===== config.mk =====
export PLATFORM = sky130hd
export DESIGN_NAME = swd_sleep_wake
export DESIGN_NICKNAME = d
export VERILOG_FILES = /design/src/rtl/swd_pkg.sv /design/src/rtl/swd_sleep_wake.sv /design/src/rtl/swd_sync.sv /design/src/rtl/swd_wdt_counter.sv
export SDC_FILE = /design/constraint.sdc
export NUM_CORES = 1
export LEC_CHECK = 0
export ABC_AREA = 0
export BUFFER_PORTS_ARGS = -buffer_cell sky130_fd_sc_hd__buf_4
export CORE_MARGIN = 1
export CORE_UTILIZATION = 55
export CTS_CLUSTER_SIZE = 12
export DETAILED_ROUTE_END_ITERATION = 10
export PLACE_DENSITY = 0.83
export REMOVE_ABC_BUFFERS = 1
export SLEW_MARGIN = 25
export SYNTH_ARGS = -nofsm -noshare
export SYNTH_HDL_FRONTEND = slang
export SYNTH_HIERARCHICAL = 1
export SYNTH_SLANG_ARGS = --single-unit

===== constraint.sdc =====
create_clock -name clock -period 5.1 [get_ports clock]
set_clock_uncertainty 0.15 [all_clocks]
set_input_delay 0.255 -clock clock [delete_from_list [all_inputs] [get_ports clock]]
set_output_delay 0.255 -clock clock [all_outputs]
set_load 0.005 [all_outputs]

===== src/rtl/swd_pkg.sv =====
// shared constants and types for the sleep/wake and watchdog block
package swd_pkg;
   // ****************************************
   // register map
   // ****************************************
   localparam logic [7:0] STATUS_OFS = 8'h00;
   localparam logic [7:0] INTCTL_OFS = 8'h04;
   localparam logic [7:0] WDTCTL_OFS = 8'h08;
   localparam int EXPIRY_BIT = 4;
   localparam int PD_BIT = 3;
   localparam int GIE_BIT = 7;
   localparam int SOFT_EN_BIT = 0;
   localparam int PERIOD_LSB = 1;
   localparam int PERIOD_MSB = 5;
   localparam logic [4:0] PERIOD_RESET = 5'h0b;
   localparam logic [4:0] PERIOD_MAX = 5'h12;
   localparam logic SOFT_EN_RESET = 1'b0;
   localparam logic [31:0] RD_ZERO = 32'h0000_0000;
   // ****************************************
   // timing
   // ****************************************
   localparam int LFOSC_KHZ = 31;
   localparam int CLOCK_KHZ = 25000;
   localparam int BASE_PRESCALE = 32;
   localparam int CNT_W = 24;
   localparam int OST_PERIODS = 1024;
   localparam int OST_CYCLES = OST_PERIODS;
   localparam logic [15:0] ISR_VECTOR = 16'h0004;
   // ****************************************
   // types
   // ****************************************
   typedef enum logic [1:0] {
      MODE_OFF = 2'b00,
      MODE_SOFT = 2'b01,
      MODE_AWAKE = 2'b10,
      MODE_ALWAYS = 2'b11
   } swd_mode_e;
   typedef enum logic [1:0] {
      ST_AWAKE = 2'b00,
      ST_SLEEP = 2'b01,
      ST_OST = 2'b10,
      ST_RESUME = 2'b11
   } swd_state_e;
   typedef struct packed {
      logic expiry;
      logic powerdown;
   } swd_flags_s;
   typedef struct packed {
      logic [7:0] addr;
      logic write;
      logic valid;
   } swd_ahb_s;
endpackage


===== src/rtl/swd_sleep_wake.sv =====
// sleep sequencing, wake handling and watchdog control with AHB-Lite registers
`timescale 1ns/10ps
module swd_sleep_wake #(
   parameter int NUM_IRQ = 4
) (
   input wire logic clock,
   input wire logic rstn,
   input wire logic clkEn,
   input wire logic hsel,
   input wire logic [31:0] haddr,
   input wire logic [1:0] htrans,
   input wire logic hwrite,
   input wire logic [2:0] hsize,
   input wire logic [31:0] hwdata,
   input wire logic hready,
   output logic hreadyout,
   output logic hresp,
   output logic [31:0] hrdata,
   input wire logic sleepExec,
   input wire logic kickWatchdog,
   input wire logic [NUM_IRQ-1:0] irqFlags,
   input wire logic oscFail,
   input wire logic ostRunning,
   input wire logic lowFreqInternalOscillator,
   input wire logic externalResetPinN,
   input wire logic brownoutReset,
   input wire logic poweronReset,
   input wire logic crystalMode,
   input wire logic [1:0] watchdogModeConfig,
   output logic cpuClockEn,
   output logic ioHold,
   output logic deviceReset,
   output logic watchdogReset,
   output logic resumeExec,
   output logic isrCall,
   output logic [15:0] isrVector
);
   // ****************************************
   // declarations
   // ****************************************
   if (NUM_IRQ < 1 || NUM_IRQ > 7) begin : g_check
      $error("NUM_IRQ must be 1 to 7");
   end

   logic [6:0] pinSync;
   logic lfSync;
   logic lfPrev_ff;
   logic lfTick;
   logic extResetSyncN;
   logic borSync;
   logic porSync;
   logic crystalSync;
   logic [1:0] modeSync;
   swd_pkg::swd_mode_e mode_ff;
   swd_pkg::swd_state_e state_ff;
   swd_pkg::swd_state_e nxt_state;
   swd_pkg::swd_flags_s flags_ff;
   swd_pkg::swd_ahb_s ahb_ff;
   logic gie_ff;
   logic [NUM_IRQ-1:0] irqEnable_ff;
   logic [4:0] period_ff;
   logic softEn_ff;
   logic [31:0] hrdata_ff;
   logic [$clog2(swd_pkg::OST_CYCLES)-1:0] ostCnt_ff;
   logic wokeByIrq_ff;
   logic cpuClockEn_ff;
   logic ioHold_ff;
   logic watchdogReset_ff;
   logic resumeExec_ff;
   logic isrCall_ff;
   logic pendingIrq;
   logic sleeping;
   logic sleepEnter;
   logic sleepNop;
   logic wakeIrq;
   logic wakeWdt;
   logic wake;
   logic ostDone;
   logic wdtActive;
   logic wdtClear;
   logic wdtExpire;
   logic [swd_pkg::CNT_W-1:0] wdtCount;
   logic addrPhase;
   logic wrStatus;
   logic wrIntctl;
   logic wrWdtctl;
   logic [10:0] wdtWakeWait_ff;

   // ****************************************
   // pin synchronisers
   // ****************************************
   swd_sync #(
      .WIDTH(7)
   ) u_sync (
      .clock(clock),
      .clkEn(clkEn),
      .asyncIn({lowFreqInternalOscillator, externalResetPinN, brownoutReset, poweronReset,
                crystalMode, watchdogModeConfig}),
      .syncOut(pinSync)
   );
   assign {lfSync, extResetSyncN, borSync, porSync, crystalSync, modeSync} = pinSync;

   // watchdog time base is the slow oscillator edge
   always_ff @(posedge clock) begin
      if (!rstn) begin
         lfPrev_ff <= 1'b0;
      end else if (clkEn) begin
         lfPrev_ff <= lfSync;
      end
   end
   assign lfTick = lfSync && !lfPrev_ff;

   // pin, brownout and power resets reset the device, asleep or not
   assign deviceReset = !extResetSyncN || borSync || porSync;

   // configuration word is a strap, caught while reset is held
   always_ff @(posedge clock) begin
      if (!rstn) begin
         mode_ff <= swd_pkg::swd_mode_e'(modeSync);
      end
   end

   // ****************************************
   // ahb-lite slave
   // ****************************************
   assign addrPhase = hsel && htrans[1] && hready;
   assign wrStatus = ahb_ff.valid && ahb_ff.write && ahb_ff.addr == swd_pkg::STATUS_OFS;
   assign wrIntctl = ahb_ff.valid && ahb_ff.write && ahb_ff.addr == swd_pkg::INTCTL_OFS;
   assign wrWdtctl = ahb_ff.valid && ahb_ff.write && ahb_ff.addr == swd_pkg::WDTCTL_OFS;
   assign hreadyout = 1'b1;
   assign hresp = 1'b0;
   assign hrdata = hrdata_ff;

   always_ff @(posedge clock) begin
      if (!rstn) begin
         ahb_ff <= '0;
         hrdata_ff <= swd_pkg::RD_ZERO;
      end else if (clkEn) begin
         ahb_ff.valid <= addrPhase;
         ahb_ff.write <= hwrite;
         ahb_ff.addr <= haddr[7:0];
         hrdata_ff <= swd_pkg::RD_ZERO;
         if (addrPhase && !hwrite) begin
            case (haddr[7:0])
               swd_pkg::STATUS_OFS: begin
                  hrdata_ff[swd_pkg::EXPIRY_BIT] <= flags_ff.expiry;
                  hrdata_ff[swd_pkg::PD_BIT] <= flags_ff.powerdown;
               end
               swd_pkg::INTCTL_OFS: begin
                  hrdata_ff[swd_pkg::GIE_BIT] <= gie_ff;
                  hrdata_ff[NUM_IRQ-1:0] <= irqEnable_ff;
               end
               swd_pkg::WDTCTL_OFS: begin
                  hrdata_ff[swd_pkg::PERIOD_MSB:swd_pkg::PERIOD_LSB] <= period_ff;
                  hrdata_ff[swd_pkg::SOFT_EN_BIT] <= softEn_ff;
               end
               default: begin
                  hrdata_ff <= swd_pkg::RD_ZERO;
               end
            endcase
         end
      end
   end

   // interrupt control register
   always_ff @(posedge clock) begin
      if (!rstn) begin
         gie_ff <= 1'b0;
         irqEnable_ff <= '0;
      end else if (clkEn && wrIntctl) begin
         gie_ff <= hwdata[swd_pkg::GIE_BIT];
         irqEnable_ff <= hwdata[NUM_IRQ-1:0];
      end
   end

   // period defaults to two seconds after rstn, pin, brownout or power reset; a watchdog reset leaves it
   always_ff @(posedge clock) begin
      if (!rstn || deviceReset) begin
         period_ff <= swd_pkg::PERIOD_RESET;
         softEn_ff <= swd_pkg::SOFT_EN_RESET;
      end else if (clkEn && wrWdtctl) begin
         // period in bits 5:1, enable in bit 0
         period_ff <= hwdata[swd_pkg::PERIOD_MSB:swd_pkg::PERIOD_LSB];
         softEn_ff <= hwdata[swd_pkg::SOFT_EN_BIT];
      end
   end

   // ****************************************
   // sleep and wake sequencing
   // ****************************************
   // only the source's own enable matters for wake
   assign pendingIrq = |(irqFlags & irqEnable_ff);
   assign sleeping = state_ff == swd_pkg::ST_SLEEP;
   // a pending enabled interrupt turns sleep into a no-op
   assign sleepNop = state_ff == swd_pkg::ST_AWAKE && sleepExec && pendingIrq;
   assign sleepEnter = state_ff == swd_pkg::ST_AWAKE && sleepExec && !pendingIrq
                       && !deviceReset;
   // an interrupt arriving during sleep wakes at once
   assign wakeIrq = sleeping && pendingIrq;
   // expiry in sleep wakes instead of resetting
   assign wakeWdt = sleeping && wdtExpire && !pendingIrq;
   assign wake = (wakeIrq || wakeWdt) && !deviceReset;
   assign ostDone = ostCnt_ff == ($clog2(swd_pkg::OST_CYCLES))'(swd_pkg::OST_CYCLES - 1);

   always_comb begin
      nxt_state = state_ff;
      case (state_ff)
         swd_pkg::ST_AWAKE: begin
            if (sleepEnter) begin
               nxt_state = swd_pkg::ST_SLEEP;
            end
         end
         swd_pkg::ST_SLEEP: begin
            // crystal modes wait out the startup delay
            if (wake) begin
               nxt_state = crystalSync ? swd_pkg::ST_OST : swd_pkg::ST_RESUME;
            end
         end
         swd_pkg::ST_OST: begin
            if (ostDone) begin
               nxt_state = swd_pkg::ST_RESUME;
            end
         end
         swd_pkg::ST_RESUME: begin
            nxt_state = swd_pkg::ST_AWAKE;
         end
         default: begin
            nxt_state = swd_pkg::ST_AWAKE;
         end
      endcase
      if (deviceReset) begin
         nxt_state = swd_pkg::ST_AWAKE;
      end
   end

   always_ff @(posedge clock) begin
      if (!rstn) begin
         state_ff <= swd_pkg::ST_AWAKE;
      end else if (clkEn) begin
         state_ff <= nxt_state;
      end
   end

   always_ff @(posedge clock) begin
      if (!rstn) begin
         ostCnt_ff <= '0;
      end else if (clkEn) begin
         ostCnt_ff <= (state_ff == swd_pkg::ST_OST) ? ostCnt_ff + 1'b1 : '0;
      end
   end

   // cpu clock off from sleep until resume; slow oscillator untouched
   // pins held in their pre-sleep drive state over the same span
   always_ff @(posedge clock) begin
      if (!rstn) begin
         cpuClockEn_ff <= 1'b1;
         ioHold_ff <= 1'b0;
      end else if (clkEn) begin
         cpuClockEn_ff <= nxt_state == swd_pkg::ST_AWAKE || nxt_state == swd_pkg::ST_RESUME;
         ioHold_ff <= nxt_state == swd_pkg::ST_SLEEP || nxt_state == swd_pkg::ST_OST;
      end
   end
   assign cpuClockEn = cpuClockEn_ff;
   assign ioHold = ioHold_ff;

   // cpu runs the prefetched instruction, then calls only with global enable
   // the call target is the fixed vector
   always_ff @(posedge clock) begin
      if (!rstn) begin
         wokeByIrq_ff <= 1'b0;
         resumeExec_ff <= 1'b0;
         isrCall_ff <= 1'b0;
      end else if (clkEn) begin
         if (wake) begin
            wokeByIrq_ff <= wakeIrq;
         end
         resumeExec_ff <= state_ff == swd_pkg::ST_RESUME;
         isrCall_ff <= state_ff == swd_pkg::ST_RESUME && wokeByIrq_ff && gie_ff;
      end
   end
   assign resumeExec = resumeExec_ff;
   assign isrCall = isrCall_ff;
   assign isrVector = swd_pkg::ISR_VECTOR;

   // ****************************************
   // status flags
   // ****************************************
   always_ff @(posedge clock) begin
      if (!rstn || deviceReset) begin
         flags_ff <= '{expiry: 1'b1, powerdown: 1'b1};
      end else if (clkEn) begin
         if (state_ff == swd_pkg::ST_AWAKE && wdtExpire) begin
            flags_ff <= '{expiry: 1'b0, powerdown: 1'b1};
         // sleep entry clears powerdown and sets expiry
         end else if (sleepEnter) begin
            flags_ff <= '{expiry: 1'b1, powerdown: 1'b0};
         // interrupt wake keeps the sleep record
         end else if (wakeIrq) begin
            flags_ff <= '{expiry: 1'b1, powerdown: 1'b0};
         end else if (wakeWdt) begin
            flags_ff <= '{expiry: 1'b0, powerdown: 1'b0};
         end else if (kickWatchdog && state_ff == swd_pkg::ST_AWAKE) begin
            flags_ff <= '{expiry: 1'b1, powerdown: 1'b1};
         end
      end
   end

   // ****************************************
   // watchdog
   // ****************************************
   // mode 11 always active
   // mode 01 follows the software enable alone
   always_comb begin
      case (mode_ff)
         swd_pkg::MODE_ALWAYS: wdtActive = 1'b1;
         swd_pkg::MODE_AWAKE: wdtActive = !sleeping;
         swd_pkg::MODE_SOFT: wdtActive = softEn_ff;
         default: wdtActive = 1'b0;
      endcase
   end

   // sleep entry clears, counting resumes if active in sleep
   // resets, kick, oscillator fail and startup timer clear
   // held clear through the crystal startup wait
   // counter sees only slow ticks, so divider changes cannot disturb it
   assign wdtClear = !wdtActive || deviceReset || watchdogReset_ff || sleepEnter || wake
                     || (kickWatchdog && state_ff == swd_pkg::ST_AWAKE) || oscFail
                     || ostRunning || state_ff == swd_pkg::ST_OST;

   swd_wdt_counter u_wdt (
      .clock(clock),
      .rstn(rstn),
      .clkEn(clkEn),
      .tick(lfTick),
      .clear(wdtClear),
      .periodSel(period_ff),
      .expire(wdtExpire),
      .count(wdtCount)
   );

   // expiry while awake resets the device
   always_ff @(posedge clock) begin
      if (!rstn) begin
         watchdogReset_ff <= 1'b0;
      end else if (clkEn) begin
         watchdogReset_ff <= state_ff == swd_pkg::ST_AWAKE && wdtExpire && !deviceReset;
      end
   end
   assign watchdogReset = watchdogReset_ff;

   // ****************************************
   // assertions
   // ****************************************
   a_sleep_flags: assert property (@(posedge clock) disable iff (!rstn || !clkEn)
      sleepEnter |=> !flags_ff.powerdown && flags_ff.expiry && sleeping)
      else $error("sleep entry did not update flags");
   a_sleep_noop: assert property (@(posedge clock) disable iff (!rstn || !clkEn)
      sleepNop && !deviceReset && !wdtExpire && !kickWatchdog |=> $stable(flags_ff)
      && state_ff == swd_pkg::ST_AWAKE)
      else $error("sleep with pending interrupt was not a no-op");
   a_clock_gated: assert property (@(posedge clock) disable iff (!rstn || !clkEn)
      sleeping |-> !cpuClockEn && ioHold)
      else $error("cpu clock running or pins free in sleep");
   a_irq_wake: assert property (@(posedge clock) disable iff (!rstn || !clkEn)
      wakeIrq && !deviceReset |=> state_ff inside {swd_pkg::ST_OST, swd_pkg::ST_RESUME}
      && wdtCount == '0)
      else $error("interrupt did not wake device");
   a_wake_clear: assert property (@(posedge clock) disable iff (!rstn || !clkEn)
      wake |=> wdtCount == '0)
      else $error("watchdog not cleared on wake");
   a_awake_reset: assert property (@(posedge clock) disable iff (!rstn || !clkEn)
      state_ff == swd_pkg::ST_AWAKE && wdtExpire && !deviceReset |=> watchdogReset
      && !flags_ff.expiry)
      else $error("awake expiry gave no reset");
   // cycles from an expiry wake until resume
   // counted here because the crystal wait is too long for a delay range
   always_ff @(posedge clock) begin
      if (!rstn || deviceReset) begin
         wdtWakeWait_ff <= '0;
      end else if (clkEn) begin
         if (resumeExec_ff) begin
            wdtWakeWait_ff <= '0;
         end else if (wakeWdt) begin
            wdtWakeWait_ff <= 11'h001;
         end else if (wdtWakeWait_ff != '0) begin
            wdtWakeWait_ff <= wdtWakeWait_ff + 11'h001;
         end
      end
   end
   a_sleep_expire: assert property (@(posedge clock) disable iff (!rstn || !clkEn)
      wakeWdt && !deviceReset |=> !watchdogReset)
      else $error("sleep expiry caused a reset");
   a_expire_resume: assert property (@(posedge clock) disable iff (!rstn || !clkEn)
      wdtWakeWait_ff <= 11'h406)
      else $error("sleep expiry did not resume");
   a_ost_hold: assert property (@(posedge clock) disable iff (!rstn || !clkEn)
      state_ff == swd_pkg::ST_OST && $past(state_ff) == swd_pkg::ST_OST |-> wdtCount == '0)
      else $error("watchdog counted during startup wait");
   a_mode_off: assert property (@(posedge clock) disable iff (!rstn || !clkEn)
      mode_ff == swd_pkg::MODE_OFF |=> wdtCount == '0 && !wdtExpire)
      else $error("disabled watchdog counted");
   a_isr_vector: assert property (@(posedge clock) disable iff (!rstn || !clkEn)
      isrCall |-> resumeExec && gie_ff && isrVector == swd_pkg::ISR_VECTOR)
      else $error("interrupt call without resume or enable");
endmodule


===== src/rtl/swd_sync.sv =====
// two-flop synchroniser for pin inputs, one stage pair per bit
`timescale 1ns/10ps
module swd_sync #(
   parameter int WIDTH = 1
) (
   input wire logic clock,
   input wire logic clkEn,
   input wire logic [WIDTH-1:0] asyncIn,
   output logic [WIDTH-1:0] syncOut
);
   // no reset: strap levels must flow through while reset is held
   for (genvar i = 0; i < WIDTH; i++) begin : g_bit
      logic meta_ff;
      logic sync_ff;
      always_ff @(posedge clock) begin
         if (clkEn) begin
            meta_ff <= asyncIn[i];
            sync_ff <= meta_ff;
         end
      end
      assign syncOut[i] = sync_ff;
   end
endmodule


===== src/rtl/swd_wdt_counter.sv =====
// watchdog prescale counter on slow oscillator ticks
`timescale 1ns/10ps
module swd_wdt_counter (
   input wire logic clock,
   input wire logic rstn,
   input wire logic clkEn,
   input wire logic tick,
   input wire logic clear,
   input wire logic [4:0] periodSel,
   output logic expire,
   output logic [swd_pkg::CNT_W-1:0] count
);
   logic [swd_pkg::CNT_W-1:0] count_ff;
   logic expire_ff;
   logic [swd_pkg::CNT_W-1:0] limit;
   logic [swd_pkg::CNT_W-1:0] nxt_count;

   // ****************************************
   // period decode
   // ****************************************
   // 32 times two to n, reserved gives 1:32
   always_comb begin
      if (periodSel > swd_pkg::PERIOD_MAX) begin
         limit = swd_pkg::CNT_W'(swd_pkg::BASE_PRESCALE);
      end else begin
         limit = swd_pkg::CNT_W'(swd_pkg::BASE_PRESCALE) << periodSel;
      end
      nxt_count = count_ff + 1'b1;
   end

   always_ff @(posedge clock) begin
      if (!rstn) begin
         count_ff <= '0;
         expire_ff <= 1'b0;
      end else if (clkEn) begin
         expire_ff <= 1'b0;
         if (clear) begin
            count_ff <= '0;
         end else if (tick) begin
            if (nxt_count == limit) begin
               count_ff <= '0;
               expire_ff <= 1'b1;
            end else begin
               count_ff <= nxt_count;
            end
         end
      end
   end
   assign expire = expire_ff;
   assign count = count_ff;
endmodule


== Word-level counts from Yosys, hierarchy flattened ==
Index checks and enable logic that the tools add are counted.

* Register bits after elaboration: 115
* Input bits: 90
* Output and inout bits: 56
* Logic and storage cells: 134

* Add/sub/neg operators: 2
* $lt $le $gt $ge: 1
* Eq/ne operators: 15
* Shifts and indexed selects: 1
* Multiplexer cells: 26
* Bitwise logic cells: 1
* Reductions and logical operators: 52

{| class="wikitable"
|+ Operators by type and width
! operator !! number
|-
| $mux 24 || 4
|-
| $add 24x1->24 const B || 1
|-
| $eq 24x24->1 || 1
|-
| $shl 6x5->24 const A || 1
|-
| $logic_and 1x1->1 || 21
|-
| $mux 2 || 9
|-
| $eq 8x3->1 const B || 2
|-
| $eq 8x4->1 const B || 2
|-
| $logic_or 1x1->1 || 14
|-
| $eq 2x2->1 const B || 6
|-
| $add 10x1->10 const B || 1
|-
| $eq 10x10->1 const B || 1
|-
| $mux 10 || 1
|-
| $logic_not 1->1 || 8
|-
| $logic_not 8->1 || 1
|-
| $mux 8 || 1
|-
| $pmux 2 s4 || 1
|-
| $eq 2x1->1 const B || 3
|-
| $mux 1 || 6
|-
| $pmux 1 s3 || 2
|-
| $pmux 3 s2 || 1
|-
| $reduce_and 2->1 || 3
|-
| $gt 5x5->1 const B || 1
|-
| $reduce_bool 5->1 || 1
|-
| 5 further kinds || 6
|}

== Longest topological paths before layout ==
Gate-level depths: netlist of the first run.

* Word-level depth: 14
* Gate-level depth with buffers: 13

== Hierarchy ==
The synthesis of the first run kept the hierarchy.

{| class="wikitable"
|+ By module, submodules not included
! module !! instances !! cells an instance !! area an instance (µm²) !! seq. area each (µm²)
|-
| swd_sleep_wake || 1 || 282 || 2598.7 || 1041.0
|-
| swd_wdt_counter || 1 || 302 || 2229.6 || 500.5
|-
| swd_sync || 1 || 21 || 473.0 || 420.4
|}

== Worst setup path after synthesis of the first run ==
OpenSTA, ideal clock, no wires.

* Path type: register to register
* From: register period_ff[3]
* To: register u_wdt.count_ff (netlist bit u_wdt/count[12])
* Library setup time: 0.128 ns
* Data arrival time: 2.677 ns
* Path slack: 2.145 ns
* Cell stages (with the launch flop): 12
* Buffers on the path: 2
* Period minus slack after synthesis: 2.955 ns
* Cells stage by stage: dfxtp_1 > buf_6 > or3b_4 > or4_1 > a311oi_1 > a22oi_1 > nor4b_1 > and4_1 > o2111ai_2 > clkbuf_1 > a31oi_1 > mux2i_1

* Word-level cells in the longest chain between the ends: 6
* Elaborated cells between the ends (all ways): 7
* Those cells by class: 1 x order compare; 1 x eq/ne; 1 x shift; 4 x mux

{| class="wikitable"
|+ Ends and longest elaborated chain
! element !! line !! text
|-
| from (decl) || swd_sleep_wake.sv:61 || <nowiki>logic [4:0] period_ff;</nowiki>
|-
| from (signal assigned) || swd_sleep_wake.sv:179 || <nowiki>period_ff <= swd_pkg::PERIOD_RESET;</nowiki>
|-
| from (signal assigned) || swd_sleep_wake.sv:183 || <nowiki>period_ff <= hwdata[swd_pkg::PERIOD_MSB:swd_pkg::PERIOD_LSB];</nowiki>
|-
| $gt 5x5->1 or $shl 6x5->24 (tied branches) || swd_wdt_counter.sv:23, swd_wdt_counter.sv:26 ||
|-
| $mux 24 * || swd_wdt_counter.sv:23 || <nowiki>if (periodSel > swd_pkg::PERIOD_MAX) begin</nowiki>
|-
| $eq 24x24->1 * || swd_wdt_counter.sv:40 || <nowiki>if (nxt_count == limit) begin</nowiki>
|-
| $mux 24 * || swd_wdt_counter.sv:40 ||
|-
| $mux 24 * || swd_wdt_counter.sv:39 || <nowiki>end else if (tick) begin</nowiki>
|-
| $mux 24 * || swd_wdt_counter.sv:37 || <nowiki>if (clear) begin</nowiki>
|-
| to (signal assigned) || swd_wdt_counter.sv:44 || <nowiki>count_ff <= nxt_count;</nowiki>
|-
| to (decl) || swd_wdt_counter.sv:13 || <nowiki>logic [swd_pkg::CNT_W-1:0] count_ff;</nowiki>
|}

Mark *: on every way between the ends. The rest lies on a longest branch, timed or not. The select of a mux whose other input is x is not followed.
A chain may end at the register's enable or synchronous reset.

== Final worst setup path of the first run ==
* From: register irqEnable_ff[2]
* To: register u_wdt.count_ff (netlist bit u_wdt/count[11])

* Word-level cells in the longest chain between the ends: 13
* Elaborated cells between the ends (all ways): 18
* Those cells by class: 1 x mux; 1 x bitwise; 16 x reduce/logical

{| class="wikitable"
|+ Ends and longest elaborated chain
! element !! line !! text
|-
| from (decl) || swd_sleep_wake.sv:60 || <nowiki>logic [NUM_IRQ-1:0] irqEnable_ff;</nowiki>
|-
| from (signal assigned) || swd_sleep_wake.sv:172 || <nowiki>irqEnable_ff <= hwdata[NUM_IRQ-1:0];</nowiki>
|-
| $and 4x4->4 * || swd_sleep_wake.sv:192 || <nowiki>assign pendingIrq = |(irqFlags & irqEnable_ff);</nowiki>
|-
| $reduce_or 4->1 * || swd_sleep_wake.sv:192 ||
|-
| $logic_not 1->1 || swd_sleep_wake.sv:196, swd_sleep_wake.sv:201 ||
|-
| $logic_and 1x1->1, on equally long branches || swd_sleep_wake.sv:196, swd_sleep_wake.sv:201 ||
|-
| $logic_and 1x1->1 or $logic_or 1x1->1 (tied branches) || swd_sleep_wake.sv:197, swd_sleep_wake.sv:202 ||
|-
| $logic_or 1x1->1 or $logic_and 1x1->1 (tied branches) || swd_sleep_wake.sv:326, swd_sleep_wake.sv:202 ||
|-
| $logic_or 1x1->1 * || swd_sleep_wake.sv:326 || <nowiki>assign wdtClear = !wdtActive || deviceReset || watchdogReset_ff || sleepEnter || wake</nowiki>
|-
| $logic_or 1x1->1 * (2 in a row) || swd_sleep_wake.sv:327 || <nowiki>|| (kickWatchdog && state_ff == swd_pkg::ST_AWAKE) || oscFail</nowiki>
|-
| $logic_or 1x1->1 * (2 in a row) || swd_sleep_wake.sv:328 || <nowiki>|| ostRunning || state_ff == swd_pkg::ST_OST;</nowiki>
|-
| via wdtClear || swd_sleep_wake.sv:80 || <nowiki>logic wdtClear;</nowiki>
|-
| $reduce_bool 2->1 (no line) || n/a ||
|-
| $reduce_and 2->1 (no line) || n/a ||
|}

Mark *: on every way through the listed nets, which the timed path passes. The rest lies on a longest branch.

==> impl_results.md, run 1 <==
* Gpl congestion at between 0.8 and 0.9
* Die area at approximately 10000 sq um
* Synth Area in Adders at 0.00472
* Crit-path max FO at 27
* Vias in the first global route at about 4300
* Worst-Skew Late Latency at between 300 and 400 ps
* Die Width at about 100 microns
* # rows at 35
* Final WL at 12.3 mm
* First-pass GRT wire length at between 20 and 25 mm
* CTS Root Cell: clkbuf_8
* Outcome: finished clean
* Longest Clk Path Bufs at 2
* Max-cap violations at 0
* DP HPWL at 8.66 mm
* Seq pwr share at 0.542
* Most frequent cells in the layout: 74 x dfxtp_1, 56 x nor2_1, 50 x buf_4
* Final Max Slew Viols at 0
* Pwr/cell area at 234 nW/um^2
* Drt via density at 5.89
* Slew headroom at 0.328
* Synth cell types at between 60 and 70
* Synth Warn # at 6
* Worst vdd ir at roughly 0.18 mV
* Clock transition at path regs at around 100 ps
* Area after DPL at roughly 5500 sq um
* DRC at 0
* Worst-path cell chain: a22oi_1, and2_1, a311oi_1, o311ai_0, nand2b_1, nor2_1, and2_1, nand2_1, o41ai_1
* Min Tclk post-route at ~4000 ps
* Global route overflow at 0
* Static Leakage at 2.33 nW
* Net Sw Power at roughly 0.35 mW
* Mapped Area at ~5300 sq um
* Slowest stage delay, CP at around 780 ps
* Setup TNS at 0 ps
* Worst hold-check path type: primary input to register
* Area share of and/or/nand/nor cells after synthesis at 0.262
* Compound-Gate Fraction of Synth Area at 0.131
* Antenna viol nets, final at 0
* Seq cells post-synth at 90
* Crit. End Element: register
* Net Sw Frac at 0.256
* Most common cell after layout, fill and taps aside: dfxtp_1
* H-tree levels at 3
* Largest family of logic cells by synthesized area: simple AND/OR/NAND/NOR gates
* Element type at the critical path start: register
* Fraction of registers with async set/reset at 0
* Critical-path top delay cell: and2_1
* Initial antenna violation count at 0
* Worst Path Arrival at about 4100 ps
* Fin crit share at 0.783
* Post-Syn Instances at around 600
* CTS tree: yes
* Iter 0 DRT Violations at a little under 400
* Clk sink count at 90
* Area share of xor/xnor cells in the synthesized design at 0.0533
* Port bufs at ~50
* Hold Vio Cnt, Final at 0
* Maximum clock rate at 0.251 GHz
* Vias at ~4600
* Comb power frac at 0.070
* Sequential share of the synthesized area at 0.370
* Crit-path most repeated cell: and2_1
* CTS Buf Count at 9
* Core box area at ~9300 sq um
* Slew @ Worst Pin at between 1000 and 1500 ps
* Cell Int Power at approximately 1 mW
* Average wire per standard cell at about 16 microns
* Worst EP required at around 5200 ps
* Largest net degree at the start of global routing at 47
* Post-synthesis mux area share at 0.0684
* Antenna Cells at 0
* Layout cells sized above 1 at 0.134
* Design Area, Final at between 5000 and 6000 sq um
* Drt first pass iters at 5
* Ys flop type: dfxtp_1
* CP Class: register to register
* RSZ-0062 raised after global routing: no
* IO Pins at about 150
* Syn_area_per_cell at just under 9 sq um
* Net count, final at 735
* Power share of the clock group at 0.388
* Initial core utilization at 0.571
* Setup violations, final at 0
* Post-synth EDFFs at 16
* Synthesis-to-finish area growth at 10.8%
* GRT Total Usage at 0.254
* Die Height at 100 microns
==> power groups by stage <==
stage                     logic [mW]  clock network, mW  registers, mW
after floorplan               0.0410                  0          0.761
after global placement        0.0792                  0          0.762
after detailed placement      0.0827                  0          0.763
after CTS                     0.0941              0.537          0.746
after global routing           0.105              0.568          0.749
final                         0.0961              0.534          0.747
==> synth_stat cells, types with 7 or more instances <==
library cell | number | area [sq um]
or3_1 | 9 | 56.3
a22oi_1 | 16 | 120
nand4_1 | 15 | 93.8
xnor2_1 | 15 | 131
buf_4 | 51 | 383
o31ai_1 | 7 | 52.6
nand2_1 | 42 | 158
inv_1 | 15 | 56.3
a31oi_1 | 18 | 113
xor2_1 | 12 | 105
o21ai_0 | 11 | 55.1
edfxtp_1 | 16 | 480
nand2b_1 | 10 | 62.6
a21oi_1 | 19 | 95.1
nand3_1 | 30 | 150
nor3_1 | 16 | 80.1
and2_1 | 7 | 43.8
dfxtp_1 | 74 | 1480
mux2i_1 | 34 | 340
nor2_1 | 56 | 210
clkbuf_1 | 23 | 86.3
and3_1 | 14 | 87.6
==> registers in the layout, indices dropped and copies added, names as in the netlist, 2 cells and up <==
register,count
state_ff,2
period_ff,5
hrdata,7
u_sync/g_bit.sync_ff,7
ahb_ff,10
u_wdt/count,24
mode_ff,2
flags_ff,2
irqEnable_ff,4
ostCnt_ff,10
u_sync/g_bit.meta_ff,7
==> path summary, 6_finish.rpt <==
| path | cells past startpoint | startpoint | slack [ps] | end |
|---|---|---|---|---|
| worst max-delay path | 9 | irqEnable_ff[2] | 1110 | u_wdt/count[11] |
| worst min-delay path | 3 | haddr[0] | 3 | ahb_ff[2] |
| worst max register to register | 9 | irqEnable_ff[2] | 1110 | u_wdt/count[11] |
| worst min register to register | 0 | u_sync/g_bit[4].meta_ff | 280 | u_sync/g_bit[4].sync_ff |
==> worst max-delay path: cells and delay by family, from the launching register on <==
kind / cells / cell delay, ps
AOI/OAI and AO/OA: 4 / 1310
DFF: 1 / 380
and+or+nand+nor: 5 / 2040
==> metrics by stage <==
stage | cells | worst slack [ps] | hold slack [ps] | utilization | total power [mW]
6_report | 777 | 1110 | 3.40 | 0.633 | 1.38
5_1_grt | 777 | 801 | 2.09 | 0.633 | 1.42
4_1_cts | 777 | 1210 | 3.56 | 0.633 | 1.38
3_5_place_dp | 743 | 1210 | 258 | 0.590 | 0.846
3_3_place_gp | 743 | 1310 | 252 | 0.590 | 0.841
2_1_floorplan | 564 | 1650 | 204 | - | 0.802
==> logic make-up (layout without fill, tap and decap cells) <==
logic type	Yosys count	count (layout)
compound gates	101	101
fa+ha+maj	2	2
other cells	2	43
mux	36	36
simple gates	247	247
flops	90	90
buf+inv	98	100
xor+xnor	29	29
==> layout make-up <==
cell class / count / area, sq um
well taps: 129 / 161
repair buffers: 68 / 556
flip-flops and latches: 90 / 1960
fillers: 736 / 3410
clock buffers: 9 / 124
inverters: 16 / 60.1
multi-input cells: 458 / 2920
clock inverters: 7 / 92.6
==> what timing repair did <==
| item | in CTS | in global routing |
|---|---|---|
| endpoints found under the setup margin | 0 | 0 |
| endpoints found under the hold margin | 21 | 0 |
| resized for setup | 0 | 0 |
| hold buffers | 18 | 0 |
| buffers inserted | 0 | 0 |
==> metal layers <==
layer  track usage  vias to the layer above  routed length [microns]
met3        0.0606                       28                      918
li1              -                     2178                        -
met5             0                        -                        0
met2         0.430                      224                     6050
met4        0.0925                        0                      252
met1         0.314                     2150                     5090
Note: power is estimated with default switching activity, not from simulation.
==> run 2, diff against run 1 <==
ABC_AREA = 1   (was 0)
CORE_UTILIZATION = 54   (was 55)
PLACE_DENSITY = 0.82   (was 0.83)
clock period = 3.8 ns   (was 5.1 ns; I/O delays follow)
==> run 2 against run 1 <==
Worst hold slack better by 110 ps. Critical path depth unchanged. Critical path type unchanged. Synthesized area up 3.8%. Count of clock-buffer cells in the layout unchanged. Sequential cell count unchanged. Cell area up 5.5%. Global-route usage up 1.1 points.
==> impl_results.md, run 2 <==
* Worst hold-check path type: primary input to register (unchanged)
* Seq cells post-synth at 90 (unchanged)
* Max-cap violations at 0 (unchanged)
* # rows at 36 (was 35)
* Synthesis-to-finish area growth at 12.6% (was 10.8%)
* Area share of and/or/nand/nor cells after synthesis at 0.377 (was 0.262)
* Final WL at 13.0 mm (was 12.3 mm)
* Postcts setup bufs at 0 (unchanged)
* Synth area leaders: dfxtp_1 27%, nand2_1 16%, edfxtp_1 8.7% (was dfxtp_1 28%, edfxtp_1 9.1%, buf_4 7.2%)
* Seq pwr share at 0.539 (was 0.542)
* Post-synth EDFFs at 16 (unchanged)
* Reg2reg start: u_sync/g_bit[4].sync_ff (was irqEnable_ff[2])
* GR Layer Usage met3 at 0.0664 (was 0.0606)
* First-pass GRT wire length at 21.5 mm (was 20.2 mm)
* Net Sw Power at 0.490 mW (was 0.353 mW)
* CP Class: register to register (unchanged)
* Area share of xor/xnor cells in the synthesized design at 0.00773 (was 0.0533)
* Final Max Slew Viols at 0 (unchanged)
* Synth Area in Adders at 0.00455 (was 0.00472)
* Dominant cell type by area after synthesis: dfxtp_1 (unchanged)
* Net count, final at 966 (was 735)
* Pwr/cell area at 301 nW/um^2 (was 234 nW/um^2)
* Worst-Skew Late Latency at 380 ps (about the same)
* RSZ-0062 raised after global routing: no (unchanged)
* Port bufs at 49 (unchanged)
* CTS Buf Count at 9 (unchanged)
* Hold depth at 5 (was 3)
* Antenna viol nets, final at 0 (unchanged)
* Cell Int Power at 1.38 mW (was 1.02 mW)
* CTS Root Cell: clkbuf_8 (unchanged)
* Critical Path Start: u_sync/g_bit[4].sync_ff (was irqEnable_ff[2])
* Design Area, Final at 6200 sq um (was 5870 sq um)
* CTS tree: yes (unchanged)
* Vias in the first global route at 4648 (was 4280)
* Static Leakage at 2.69 nW (was 2.33 nW)
* Ys flop type: dfxtp_1 (unchanged)
* Reg2Reg Setup Slack at 1010 ps (was 1110 ps)
* Comb power frac at 0.077 (was 0.070)
* Slew headroom at 0.405 (was 0.328)
* Net Sw Frac at 0.262 (was 0.256)
* Element type at the critical path start: register (unchanged)
* Worst EP required at 3950 ps (was 5210 ps)
* Fin crit share at 0.735 (was 0.783)
* Most frequent cells in the layout: 233 x nand2_1, 84 x inv_1, 83 x nor2_1 (was 74 x dfxtp_1, 56 x nor2_1, 50 x buf_4)
* Worst vdd ir at 0.337 mV (was 0.182 mV)
* Sequential share of the synthesized area at 0.357 (was 0.370)
* Crit. End Element: register (unchanged)
* Count leader, synth: nand2_1 (was dfxtp_1)
* GR Util met2 at 0.440 (was 0.430)
* Clk sink count at 90 (unchanged)
* Gpl congestion at 0.885 (was 0.849)
* Mapped Area at 5500 sq um (was 5300 sq um)
* IO Pins at 146 (unchanged)
* Global route overflow at 0 (unchanged)
* Hold_sp: htrans[1] (was haddr[0])
* Drt via density at 5.15 (was 5.89)
* Layout cells sized above 1 at 0.132 (was 0.134)
* Clock transition at path regs at 100 ps (about the same)
* Largest net degree at the start of global routing at 49 (was 47)
* GRT Max-Usage Layer: met2 (unchanged)
* Average wire per standard cell at 12.8 microns (was 15.8 microns)
* Power share of the clock group at 0.384 (was 0.388)
* Longest Clk Path Bufs at 2 (unchanged)
* Maximum clock rate at 0.358 GHz (was 0.251 GHz)
* DP HPWL at 8.79 mm (was 8.66 mm)
* Min Tclk post-route at 2790 ps (was 3990 ps)
* Initial core utilization at 0.560 (was 0.571)
* Worst Path Arrival at 2950 ps (was 4110 ps)
* Largest family of logic cells by synthesized area: simple AND/OR/NAND/NOR gates (unchanged)
* Die area at 10600 sq um (was 10000 sq um)
* Hold WS at 111 ps (was 3.40 ps)
* Drt first pass iters at 6 (was 5)
* Iter 0 DRT Violations at 300 (was 391)
* DRC at 0 (unchanged)
* GRT Total Usage at 0.264 (was 0.254)
* Worst hold path endpoint: ahb_ff[0] (was ahb_ff[2])
* Core Util, Final at 0.631 (was 0.633)
* Synth top cells by count: 233 x nand2_1, 84 x inv_1, 83 x nor2_1 (was 74 x dfxtp_1, 56 x nor2_1, 51 x buf_4)
* Fraction of registers with async set/reset at 0 (unchanged)
* H-tree levels at 3 (unchanged)
* Reg2Reg Depth at 9 (unchanged)
* Met1 Usage GRT at 0.331 (was 0.314)
* Vias at 5208 (was 4580)
* Syn_area_per_cell at 6.75 sq um (was 8.76 sq um)
* Initial antenna violation count at 0 (unchanged)
* Outcome: finished clean (unchanged)
* Area after DPL at 5740 sq um (was 5480 sq um)
* Post-Syn Instances at 815 (was 605)
* Setup TNS at 0 ps (unchanged)
* Setup violations, final at 0 (unchanged)
* Synth Warn # at 6 (unchanged)
* Max reg flops at 24 (unchanged)
* Die Width at 103 microns (was 100 microns)
* Synth cell types at 46 (was 66)
* Top cell type's share of synthesized area at 0.269 (was 0.279)
* Post-synthesis mux area share at 0 (was 0.0684)
* Most common cell after layout, fill and taps aside: nand2_1 (was dfxtp_1)
* Core box area at 9820 sq um (was 9280 sq um)
* Crit-path max FO at 21 (was 27)
* FF-to-FF End: u_wdt/count[17] (was u_wdt/count[11])
* Hold Vio Cnt, Final at 0 (unchanged)
* Slew @ Worst Pin at 891 ps (was 1010 ps)
* Compound-Gate Fraction of Synth Area at 0.106 (was 0.131)
* Antenna Cells at 0 (unchanged)
* Die Height at 103 microns (was 100 microns)
==> run 2: cell count changes in the layout (fill, tap and decap cells not counted), sizes merged, moves of 34 or more <==
cell / before / now
nand3: 30 / 66
mux2i: 34 / 0
nor2: 56 / 101
inv: 19 / 96
a21oi: 19 / 68
nand2: 42 / 245
==> run 2: critical path: stages (launching register included) <==
cell	delay, ps
edfxtp_1	430
nor3_4	290
inv_2	130
nor4_1	290
nand3_1	130
nor2_1	330
inv_1	450
a21oi_1	280
nand2_1	80
a21oi_1	150
==> run 2: repair_timing <==
| item | 4_1_cts | 5_1_grt |
|---|---|---|
| gates resized for setup | 0 | 0 |
| hold endpoints to repair | 30 | 0 |
| hold buffers | 24 | 0 |
| setup endpoints to repair | 0 | 0 |
==> run 2: layout make-up <==
type | count | area (sq um)
timing repair buffer | 74 | 616
multi-input combinational | 607 | 2890
inverter | 92 | 345
clock buffer | 9 | 124
fill | 853 | 3620
clock inverter | 7 | 92.6
sequential | 90 | 1960
tap | 133 | 166
==> run 2: kinds of logic after synthesis <==
logic type	after synthesis
buf+inv	159
other cells	2
flops	90
compound gates	110
simple gates	448
fa+ha+maj	2
xor+xnor	4
==> run 2: per-layer routing <==
| metal | part of all wire | wire length, microns | up-vias |
|---|---|---|---|
| li1 | - | - | 2640 |
| met1 | 0.44 | 5700 | 2308 |
| met2 | 0.46 | 5980 | 222 |
| met3 | 0.075 | 970 | 38 |
| met4 | 0.026 | 342 | 0 |
| met5 | 0 | 0 | - |
==> run 2: how the worst max path moves through the flow <==
stage,cells after the start,endpoint
3_3_place_gp,9,u_wdt/count[9]
3_5_place_dp,9,u_wdt/count[17]
6_report,9,u_wdt/count[17]
5_1_grt,9,u_wdt/count[11]
2_1_floorplan,7,u_wdt/count[0]
4_1_cts,9,u_wdt/count[9]
==> run 2: per-stage QoR <==
| step | power (mW) | worst slack [ps] | instances |
|---|---|---|---|
| after floorplan | 1.09 | 1380 | 789 |
| after global placement | 1.14 | 1130 | 972 |
| after detailed placement | 1.15 | 1080 | 972 |
| after CTS | 1.87 | 1060 | 1012 |
| after global routing | 1.94 | 628 | 1012 |
| final | 1.87 | 1010 | 1012 |
==> run 2: power groups by stage <==
stage / Combinational [mW] / Sequential [mW] / Clock [mW]
floorplan: 0.0601 / 1.03 / 0
global placement: 0.117 / 1.03 / 0
detailed placement: 0.119 / 1.03 / 0
CTS: 0.139 / 1.01 / 0.729
global route: 0.162 / 1.01 / 0.768
finish: 0.144 / 1.01 / 0.717
